`src/rtl/rx_overhead_capture_defs.svh`:
```
// register offsets, field positions and reset values of the receive overhead capture block
`ifndef RX_OVERHEAD_CAPTURE_DEFS_SVH
`define RX_OVERHEAD_CAPTURE_DEFS_SVH

// ==========================================================================
// address layout
`define ROC_PORT_STRIDE 12'h200
`define ROC_PORT_MSB 10
`define ROC_PORT_LSB 9
`define ROC_OFF_MSB 8
`define ROC_ADDR_W 11

// ==========================================================================
// offsets inside one port copy
`define ROC_OFF_LINK_BYTE 9'h062
`define ROC_OFF_CODE_WORD 9'h063
`define ROC_OFF_SLC_A 9'h064
`define ROC_OFF_SLC_B 9'h065
`define ROC_OFF_SLC_C 9'h066
`define ROC_OFF_ALIGN 9'h064
`define ROC_OFF_NONALIGN 9'h065
`define ROC_OFF_SI_EVEN 9'h066
`define ROC_OFF_SI_ODD 9'h067
`define ROC_OFF_ALARM 9'h068
`define ROC_OFF_NAT4 9'h069
`define ROC_OFF_NAT5 9'h06A
`define ROC_OFF_NAT6 9'h06B
`define ROC_OFF_NAT7 9'h06C
`define ROC_OFF_CTRL 9'h07F

// ==========================================================================
// control fields and reset values
`define ROC_CTRL_LINE_STD 0
`define ROC_CTRL_D4 1
`define ROC_CTRL_W 2
`define ROC_RESET_BYTE 8'h00
`define ROC_LAST_FRAME 4'hF

// ==========================================================================
// time-slot-0 field positions in the non-align frame
`define ROC_TS0_SI 7
`define ROC_TS0_ALARM 5
`define ROC_TS0_NAT4 4
`define ROC_TS0_NAT5 3
`define ROC_TS0_NAT6 2
`define ROC_TS0_NAT7 1

`endif

```
`src/rtl/rx_overhead_capture_pkg.sv`:
```
// types of the receive overhead capture block
package rx_overhead_capture_pkg;

  // ========================================================================
  // one port copy of captures, shadows and control
  typedef struct packed {
    logic [1:0] ctrl;
    logic [5:0] rxCodeWord;
    logic [7:0] rxLinkByte;
    logic [7:0] linkShift;
    logic [2:0] linkCount;
    logic [23:0] slcShift;
    logic [23:0] slcLink;
    logic [7:0] alignCapture;
    logic [7:0] nonalignCapture;
    logic [7:0] siEvenShadow;
    logic [7:0] siOddShadow;
    logic [7:0] alarmShadow;
    logic [7:0] nat4Shadow;
    logic [7:0] nat5Shadow;
    logic [7:0] nat6Shadow;
    logic [7:0] nat7Shadow;
    logic [7:0] siEven;
    logic [7:0] siOdd;
    logic [7:0] alarmBits;
    logic [7:0] nat4;
    logic [7:0] nat5;
    logic [7:0] nat6;
    logic [7:0] nat7;
  } port_t;

  typedef struct packed {
    port_t [3:0] p;
    logic [7:0] rdData;
  } state_t;

endpackage

```
`src/rtl/rx_overhead_capture.sv`:
```
// receive overhead capture for four LINE_STANDARD_SELECT ports with a plain register port
//
// The strobed register port was chosen for this implementation.
`timescale 1ns/1ps
`default_nettype none
`include "rx_overhead_capture_defs.svh"

// Operation
// - code word register keeps the last valid code until a new one
// - link byte shows facility link or Fs bits, earliest bit in LSB
// - in D4 link byte updates on multiframe edges, six Fs bits in 5:0
// - offsets 064h..066h show SLC fields in T1, time-slot-0 captures in E1
// - align capture holds Si in bit 7, alignment signal in 6..0
// - non-align capture holds Si, fixed 1, alarm, then Sa4..Sa8
// - even-frame Si bits gathered, frame 14 in bit 7 to frame 0
// - odd-frame Si bits gathered, frame 15 in bit 7 to frame 1
// - alarm bits of odd frames gathered, frame 15 in bit 7
// - Sa4 bits of odd frames gathered, frame 15 in bit 7
// - Sa5 bits of odd frames gathered in their own byte
// - Sa6 bits of odd frames gathered in their own byte
// - four port copies, each at base plus 200h times port index
// - every capture register reads zero after reset until data arrives
// - code word is six bits in 5..0, bits 7 and 6 read zero
// - Sa7 bits of odd frames gathered at 06Ch, frame 15 in bit 7
module rx_overhead_capture
#(
  parameter int NUM_PORTS = 4
)
(
  input wire logic sys_clk,
  input wire logic rst,
  input wire logic [`ROC_ADDR_W-1:0] regAddr,
  input wire logic [7:0] regWrData,
  input wire logic regWr,
  input wire logic regRd,
  output logic [7:0] regRdData,
  input wire logic [3:0] codeWordValid,
  input wire logic [3:0][5:0] codeWord,
  input wire logic [3:0] linkBitValid,
  input wire logic [3:0] linkBit,
  input wire logic [3:0] t1MfBoundary,
  input wire logic [3:0] slcLatch,
  input wire logic [3:0] ts0Valid,
  input wire logic [3:0][7:0] ts0Byte,
  input wire logic [3:0][3:0] e1Frame,
  input wire logic [3:0] e1Sync
);
  import rx_overhead_capture_pkg::*;

  // ========================================================================
  // elaboration check
  if (NUM_PORTS < 1 || NUM_PORTS > 4)
  begin : g_bad_ports
    $error("NUM_PORTS must lie between 1 and 4");
  end

  // ========================================================================
  // address decode
  function automatic logic [1:0] portOf(input logic [`ROC_ADDR_W-1:0] a);
    portOf = a[`ROC_PORT_MSB:`ROC_PORT_LSB];
  endfunction

  function automatic logic [8:0] offsetOf(input logic [`ROC_ADDR_W-1:0] a);
    offsetOf = a[`ROC_OFF_MSB:0];
  endfunction

  // the same offsets answer differently with the line standard
  function automatic logic [7:0] readByte(input port_t q, input logic [8:0] off);
    logic e1;
    e1 = q.ctrl[`ROC_CTRL_LINE_STD];
    readByte = `ROC_RESET_BYTE;
    case (off)
      `ROC_OFF_LINK_BYTE: readByte = e1 ? `ROC_RESET_BYTE : q.rxLinkByte;
      `ROC_OFF_CODE_WORD: readByte = e1 ? `ROC_RESET_BYTE : {2'b00, q.rxCodeWord};
      `ROC_OFF_SLC_A: readByte = e1 ? q.alignCapture : q.slcLink[7:0];
      `ROC_OFF_SLC_B: readByte = e1 ? q.nonalignCapture : q.slcLink[15:8];
      `ROC_OFF_SLC_C: readByte = e1 ? q.siEven : q.slcLink[23:16];
      `ROC_OFF_SI_ODD: readByte = q.siOdd;
      `ROC_OFF_ALARM: readByte = q.alarmBits;
      `ROC_OFF_NAT4: readByte = q.nat4;
      `ROC_OFF_NAT5: readByte = q.nat5;
      `ROC_OFF_NAT6: readByte = q.nat6;
      `ROC_OFF_NAT7: readByte = q.nat7;
      `ROC_OFF_CTRL: readByte = {6'h00, q.ctrl};
      default: readByte = `ROC_RESET_BYTE;
    endcase
  endfunction

  // ========================================================================
  // state
  state_t st_r;
  state_t st_nxt;

  always_comb
  begin
    logic [3:0] fr;
    logic [2:0] idx;
    logic [1:0] rp;
    fr = 4'h0;
    idx = 3'h0;
    rp = portOf(regAddr);
    st_nxt = st_r;
    st_nxt.rdData = `ROC_RESET_BYTE;
    for (int i = 0; i < NUM_PORTS; i++)
    begin
      if (!st_r.p[i].ctrl[`ROC_CTRL_LINE_STD])
      begin
        // T1: only a validated code replaces the stored one
        if (codeWordValid[i])
        begin
          st_nxt.p[i].rxCodeWord = codeWord[i];
        end
        if (linkBitValid[i])
        begin
          // shift right so the earliest bit lands lowest
          st_nxt.p[i].linkShift = {linkBit[i], st_r.p[i].linkShift[7:1]};
          st_nxt.p[i].linkCount = st_r.p[i].linkCount + 3'd1;
          st_nxt.p[i].slcShift = {linkBit[i], st_r.p[i].slcShift[23:1]};
          if (!st_r.p[i].ctrl[`ROC_CTRL_D4] && st_r.p[i].linkCount == 3'd7)
          begin
            st_nxt.p[i].rxLinkByte = st_nxt.p[i].linkShift;
          end
        end
        if (t1MfBoundary[i] && st_r.p[i].ctrl[`ROC_CTRL_D4])
        begin
          // six Fs bits sit in the top of the shifter after a multiframe
          st_nxt.p[i].rxLinkByte = {2'b00, st_nxt.p[i].linkShift[7:2]};
          st_nxt.p[i].linkCount = 3'd0;
        end
        if (slcLatch[i])
        begin
          // first received bit C1 ends in bit 0 of the first byte
          st_nxt.p[i].slcLink = st_nxt.p[i].slcShift;
        end
      end
      else if (ts0Valid[i])
      begin
        fr = e1Frame[i];
        idx = fr[3:1];
        if (!fr[0])
        begin
          st_nxt.p[i].alignCapture = ts0Byte[i];
          st_nxt.p[i].siEvenShadow[idx] = ts0Byte[i][`ROC_TS0_SI];
        end
        else
        begin
          st_nxt.p[i].nonalignCapture = ts0Byte[i];
          st_nxt.p[i].siOddShadow[idx] = ts0Byte[i][`ROC_TS0_SI];
          st_nxt.p[i].alarmShadow[idx] = ts0Byte[i][`ROC_TS0_ALARM];
          st_nxt.p[i].nat4Shadow[idx] = ts0Byte[i][`ROC_TS0_NAT4];
          st_nxt.p[i].nat5Shadow[idx] = ts0Byte[i][`ROC_TS0_NAT5];
          st_nxt.p[i].nat6Shadow[idx] = ts0Byte[i][`ROC_TS0_NAT6];
          st_nxt.p[i].nat7Shadow[idx] = ts0Byte[i][`ROC_TS0_NAT7];
        end
        // committing only at frame 15 keeps each byte from one multiframe
        if (fr == `ROC_LAST_FRAME && e1Sync[i])
        begin
          st_nxt.p[i].siEven = st_nxt.p[i].siEvenShadow;
          st_nxt.p[i].siOdd = st_nxt.p[i].siOddShadow;
          st_nxt.p[i].alarmBits = st_nxt.p[i].alarmShadow;
          st_nxt.p[i].nat4 = st_nxt.p[i].nat4Shadow;
          st_nxt.p[i].nat5 = st_nxt.p[i].nat5Shadow;
          st_nxt.p[i].nat6 = st_nxt.p[i].nat6Shadow;
          st_nxt.p[i].nat7 = st_nxt.p[i].nat7Shadow;
        end
      end
    end
    // register port: only the control byte is writable
    if (regWr && offsetOf(regAddr) == `ROC_OFF_CTRL && int'(rp) < NUM_PORTS)
    begin
      st_nxt.p[rp].ctrl = regWrData[`ROC_CTRL_W-1:0];
    end
    if (regRd && int'(rp) < NUM_PORTS)
    begin
      st_nxt.rdData = readByte(st_r.p[rp], offsetOf(regAddr));
    end
  end

  always_ff @(posedge sys_clk)
  begin
    if (rst)
    begin
      st_r <= '0;
    end
    else
    begin
      st_r <= st_nxt;
    end
  end

  assign regRdData = st_r.rdData;

  logic t1Mode0;
  logic d4Mode0;
  assign t1Mode0 = !st_r.p[0].ctrl[`ROC_CTRL_LINE_STD];
  assign d4Mode0 = st_r.p[0].ctrl[`ROC_CTRL_D4];
endmodule
`default_nettype wire

```
`config.mk`:
```
export PLATFORM = sky130hd
export DESIGN_NAME = rx_overhead_capture
export DESIGN_NICKNAME = d
export VERILOG_FILES = /design/src/rtl/rx_overhead_capture_pkg.sv /design/src/rtl/rx_overhead_capture.sv
export VERILOG_INCLUDE_DIRS = /design/src /design/src/rtl
export SDC_FILE = /design/constraint.sdc
export NUM_CORES = 2
export LEC_CHECK = 0
export ABC_CLOCK_PERIOD_IN_PS = 1900
export BUFFER_PORTS_ARGS = -buffer_cell sky130_fd_sc_hd__buf_4
export CORE_ASPECT_RATIO = 0.8
export CORE_MARGIN = 2
export CORE_UTILIZATION = 56
export DETAILED_ROUTE_END_ITERATION = 12
export PLACE_DENSITY = 0.76
export SLEW_MARGIN = 25
export SYNTH_ARGS = -nofsm -noshare
export SYNTH_HDL_FRONTEND = slang
export SYNTH_SLANG_ARGS = --single-unit
```
`constraint.sdc`:
```
create_clock -name sys_clk -period 1.9 [get_ports sys_clk]
set_input_delay 0.095 -clock sys_clk [delete_from_list [all_inputs] [get_ports sys_clk]]
set_output_delay 0.095 -clock sys_clk [all_outputs]
set_load 0.05 [all_outputs]
```
==> parameters.txt <==
Parameter                              Value

Status
  Run status    finished clean

Floorplan
  Die Wd    291 µm
  I/O pin count    about 130
  Overall die height    around 230 µm
  Die Outline Area    67,800 µm²
  Std-Cell Core Area    around 65,000 µm²
  Initial core utilization    56.3%
  Total number of placement rows    between 80 and 90

Synthesis
  Mapped Nets    around 4,200
  Netlist Area Pre-Place    between 30,000 and 40,000 µm²
  Number of standard cells after synthesis    4,083
  Cell taking the most area after synthesis    sky130_fd_sc_hd__dfxtp_1
  Number of enable-type register cells in the synthesized netlist    0
  Synthesis Warnings    0
  Number of synthesized register bits    slightly above 800
  Share of the yosys chip area belonging to registers    ~44%
  Syn_area_per_cell    9.01 µm²
  Library cells used by synthesis    57
  Share of Yosys cell area claimed by the top area cell type    between 40% and 50%
  Most used flip-flop cell after synthesis    sky130_fd_sc_hd__dfxtp_1
  Top cells by area in the synthesized netlist    sky130_fd_sc_hd__dfxtp_1 44%, sky130_fd_sc_hd__mux2i_1 12%, sky130_fd_sc_hd__a211oi_1 7.4%
  Fraction of synthesis flops using an asynchronous set or reset pin    0%

Timing
  Pin slew with the least headroom to its limit    roughly 800 ps
  Final setup violation count    0
  Final period util    between 90% and 100%
  Final clock skew    ~15 ps
  RSZ-0062 raised after global routing    yes
  Top achievable clock speed    ~530 MHz
  Hold violation total from the final report    0
  Aggregate negative setup slack    0 ps
  Final min period    1900 ps
  Min Hold Slack    ~39 ps
  Tightest slew margin relative to the limit    about 47%
  Count of pins over their slew limit    0
  Final worst-path setup slack    between 3 and 4 ps

Placement
  Post-DP HPWL    about 84 mm
  # port buffers    approximately 120
  Final estimated routing congestion in global placement    around 0.99
  Cell count after placement    slightly below 5,000
  Setup slack after placement    -163 ps
  Placement Cell Area    39,000 µm²

Global routing
  Wire length of the first global-routing pass    174 mm
  Total congestion overflow    0
  Via count of the first global-routing pass    27,737
  Pin count of the biggest net entering global routing    approximately 160
  Number of antenna violations at the first check in global routing    10
  Total GRT Usage    around 34%

Route
  Wire length per cell    23.0 µm
  First-pass iteration count of the detailed router    6
  Total Wirelength    117 mm
  Post-DRT Antenna Nets    0
  Average vias per placed instance    6.14
  Drt drc    0
  Via Count    between 30,000 and 40,000
  Drt first-iter violations    3,798

Critical path
  Worst path bufs/invs    1
  Critical Path, Cell by Cell    mux4_2 > buf_12 > mux2_2 > nand4_1 > o311ai_2 > nor3_2 > nor2_1
  Launching element type of the critical path    register
  Arrival time reported for the critical path endpoint    2420 ps
  Worst-path fanout max    7
  Kind of end point of the critical path    register
  Worst-path cell with the longest stage delay    sky130_fd_sc_hd__mux4_2
  Critical path start-end classification    reg -> reg
  Critical path data required time    2420 ps
  CP top delay family    multiplexers
  Largest stage delay, worst path    around 520 ps

Min path
  Path type of the worst min-delay path    in -> reg

Finish
  Final Instance Count excl. Fillers    roughly 5,100
  Fraction of layout instances using a drive strength above 1    between 15 and 20%
  Most common library cell in the layout ignoring fill and taps    sky130_fd_sc_hd__dfxtp_1
  Layout overhead on the synthesized area    16.8%
  Commonest cells after routing, fill and taps aside    815 x sky130_fd_sc_hd__dfxtp_1, 552 x sky130_fd_sc_hd__nand2_1, 542 x sky130_fd_sc_hd__nor2_1
  Area of combinational cells with multiple inputs    about 19,000 µm²
  Post-route design area    approximately 43,000 µm²
  Register area    16,300 µm²
  Layout fillers    around 5,300
  Number of nets in the finished design    4,322
  Final standard cell utilization of the core    between 60% and 70%

Pwr
  Overall power    between 30 and 40 mW
  Maximum VDD drop    732 µV
  Cell leakage power    between 15 and 20 nW
  Power per standard cell area    around 850 nW/µm²

Clocking
  H-tree levels    3
  Number of clock sinks    slightly above 800
  Number of clock buffers inserted by TritonCTS    80
  Root buffer selected by CTS    sky130_fd_sc_hd__clkbuf_16
  Clock slew at reported path FFs    60 ps
  CTS max path bufs    3
  Source-to-sink clock delay at the later pin of the worst-skew pair    about 640 ps
  TritonCTS clock tree    yes

Flow run
  Reported max-cap violation count    0
==> metal layers <==
layer / track usage (%) / vias to the layer above / share of wire [%]
met4: 6.25 / 4 / 1.5
li1: - / 14671 / -
met1: 53.0 / 15112 / 46
met3: 11.5 / 120 / 15
met5: 0 / - / 0.035
met2: 43.1 / 1461 / 38
==> cells in the mapped netlist (4+ instances only) <==
library cell / number
sky130_fd_sc_hd__a211oi_1: 365
sky130_fd_sc_hd__a21oi_1: 396
sky130_fd_sc_hd__a221oi_1: 8
sky130_fd_sc_hd__a22oi_1: 21
sky130_fd_sc_hd__a311oi_1: 6
sky130_fd_sc_hd__a31oi_1: 4
sky130_fd_sc_hd__a32oi_1: 10
sky130_fd_sc_hd__and2_1: 7
sky130_fd_sc_hd__and3b_1: 4
sky130_fd_sc_hd__buf_1: 43
sky130_fd_sc_hd__buf_2: 109
sky130_fd_sc_hd__buf_4: 26
sky130_fd_sc_hd__buf_6: 18
sky130_fd_sc_hd__clkbuf_1: 216
sky130_fd_sc_hd__dfxtp_1: 816
sky130_fd_sc_hd__ha_1: 8
sky130_fd_sc_hd__mux2_2: 4
sky130_fd_sc_hd__mux2i_1: 432
sky130_fd_sc_hd__mux4_2: 110
sky130_fd_sc_hd__nand2_1: 552
sky130_fd_sc_hd__nand2b_1: 32
sky130_fd_sc_hd__nand3_1: 110
sky130_fd_sc_hd__nand3b_1: 4
sky130_fd_sc_hd__nand4_1: 11
sky130_fd_sc_hd__nor2_1: 548
sky130_fd_sc_hd__nor2b_1: 13
sky130_fd_sc_hd__nor3_1: 22
sky130_fd_sc_hd__nor3_2: 12
sky130_fd_sc_hd__nor3b_1: 4
sky130_fd_sc_hd__nor4_1: 6
sky130_fd_sc_hd__o21ai_0: 98
sky130_fd_sc_hd__o22ai_1: 11
sky130_fd_sc_hd__or2_1: 7
sky130_fd_sc_hd__or2_2: 7
==> tightest hold or removal path, cell delays in order <==
cell and delay, ps:
sky130_fd_sc_hd__buf_4 120, sky130_fd_sc_hd__nand3_1 160, sky130_fd_sc_hd__nor2_1 80, sky130_fd_sc_hd__mux2i_1 110, sky130_fd_sc_hd__nor2_1 70
==> cells by family after synthesis <==
group | count (synthesis) | share of synthesized area [%]
compound gates | 931 | 15.7
flops | 816 | 44.4
buf+inv | 415 | 5.24
fa+ha+maj | 8 | 0.272
simple gates | 1365 | 15.7
mux | 548 | 18.7
==> state kept, by name, indices dropped and copies added, names as in the netlist <==
name       cells
d4Mode0        1
st_r         807
regRdData      8
==> path summary, 6_finish.rpt <==
| path | depth (start not counted) | startpoint | to | slack, ps |
|---|---|---|---|---|
| worst min-delay path | 5 | ts0Valid[2] | st_r[523] | 40 |
| worst min register to register | 2 | st_r[92] | st_r[92] | 450 |
| worst max register to register | 7 | st_r[615] | regRdData[6] | 4 |
| worst max-delay path | 7 | st_r[615] | regRdData[6] | 4 |
==> report_power, final <==
| part | internal (mW) | switching [mW] | total (mW) |
|---|---|---|---|
| registers | 17.3 | 0.181 | 17.4 |
| clock network | 9.55 | 6.96 | 16.5 |
| logic | 0.992 | 1.45 | 2.44 |
| total | 27.8 | 8.59 | 36.4 |
==> final cells by class <==
type | instances | area share (%)
inverter | 3 | 0.0262
timing repair buffer | 438 | 9.61
tap | 860 | 2.50
multi-input combinational | 2852 | 43.5
sequential | 816 | 38.0
clock inverter | 34 | 1.02
antenna | 1 | 0.00582
clock buffer | 107 | 5.29
==> repair_timing <==
item / in CTS / in global routing
endpoints found under the setup margin: 24 / 131
pin swaps: 1 / 12
hold buffers: 98 / 0
endpoints found under the hold margin: 512 / 0
gates resized for setup: 7 / 31
gates cloned: 0 / 4
setup buffers: 1 / 5
Power figures use the tool's default switching activity.
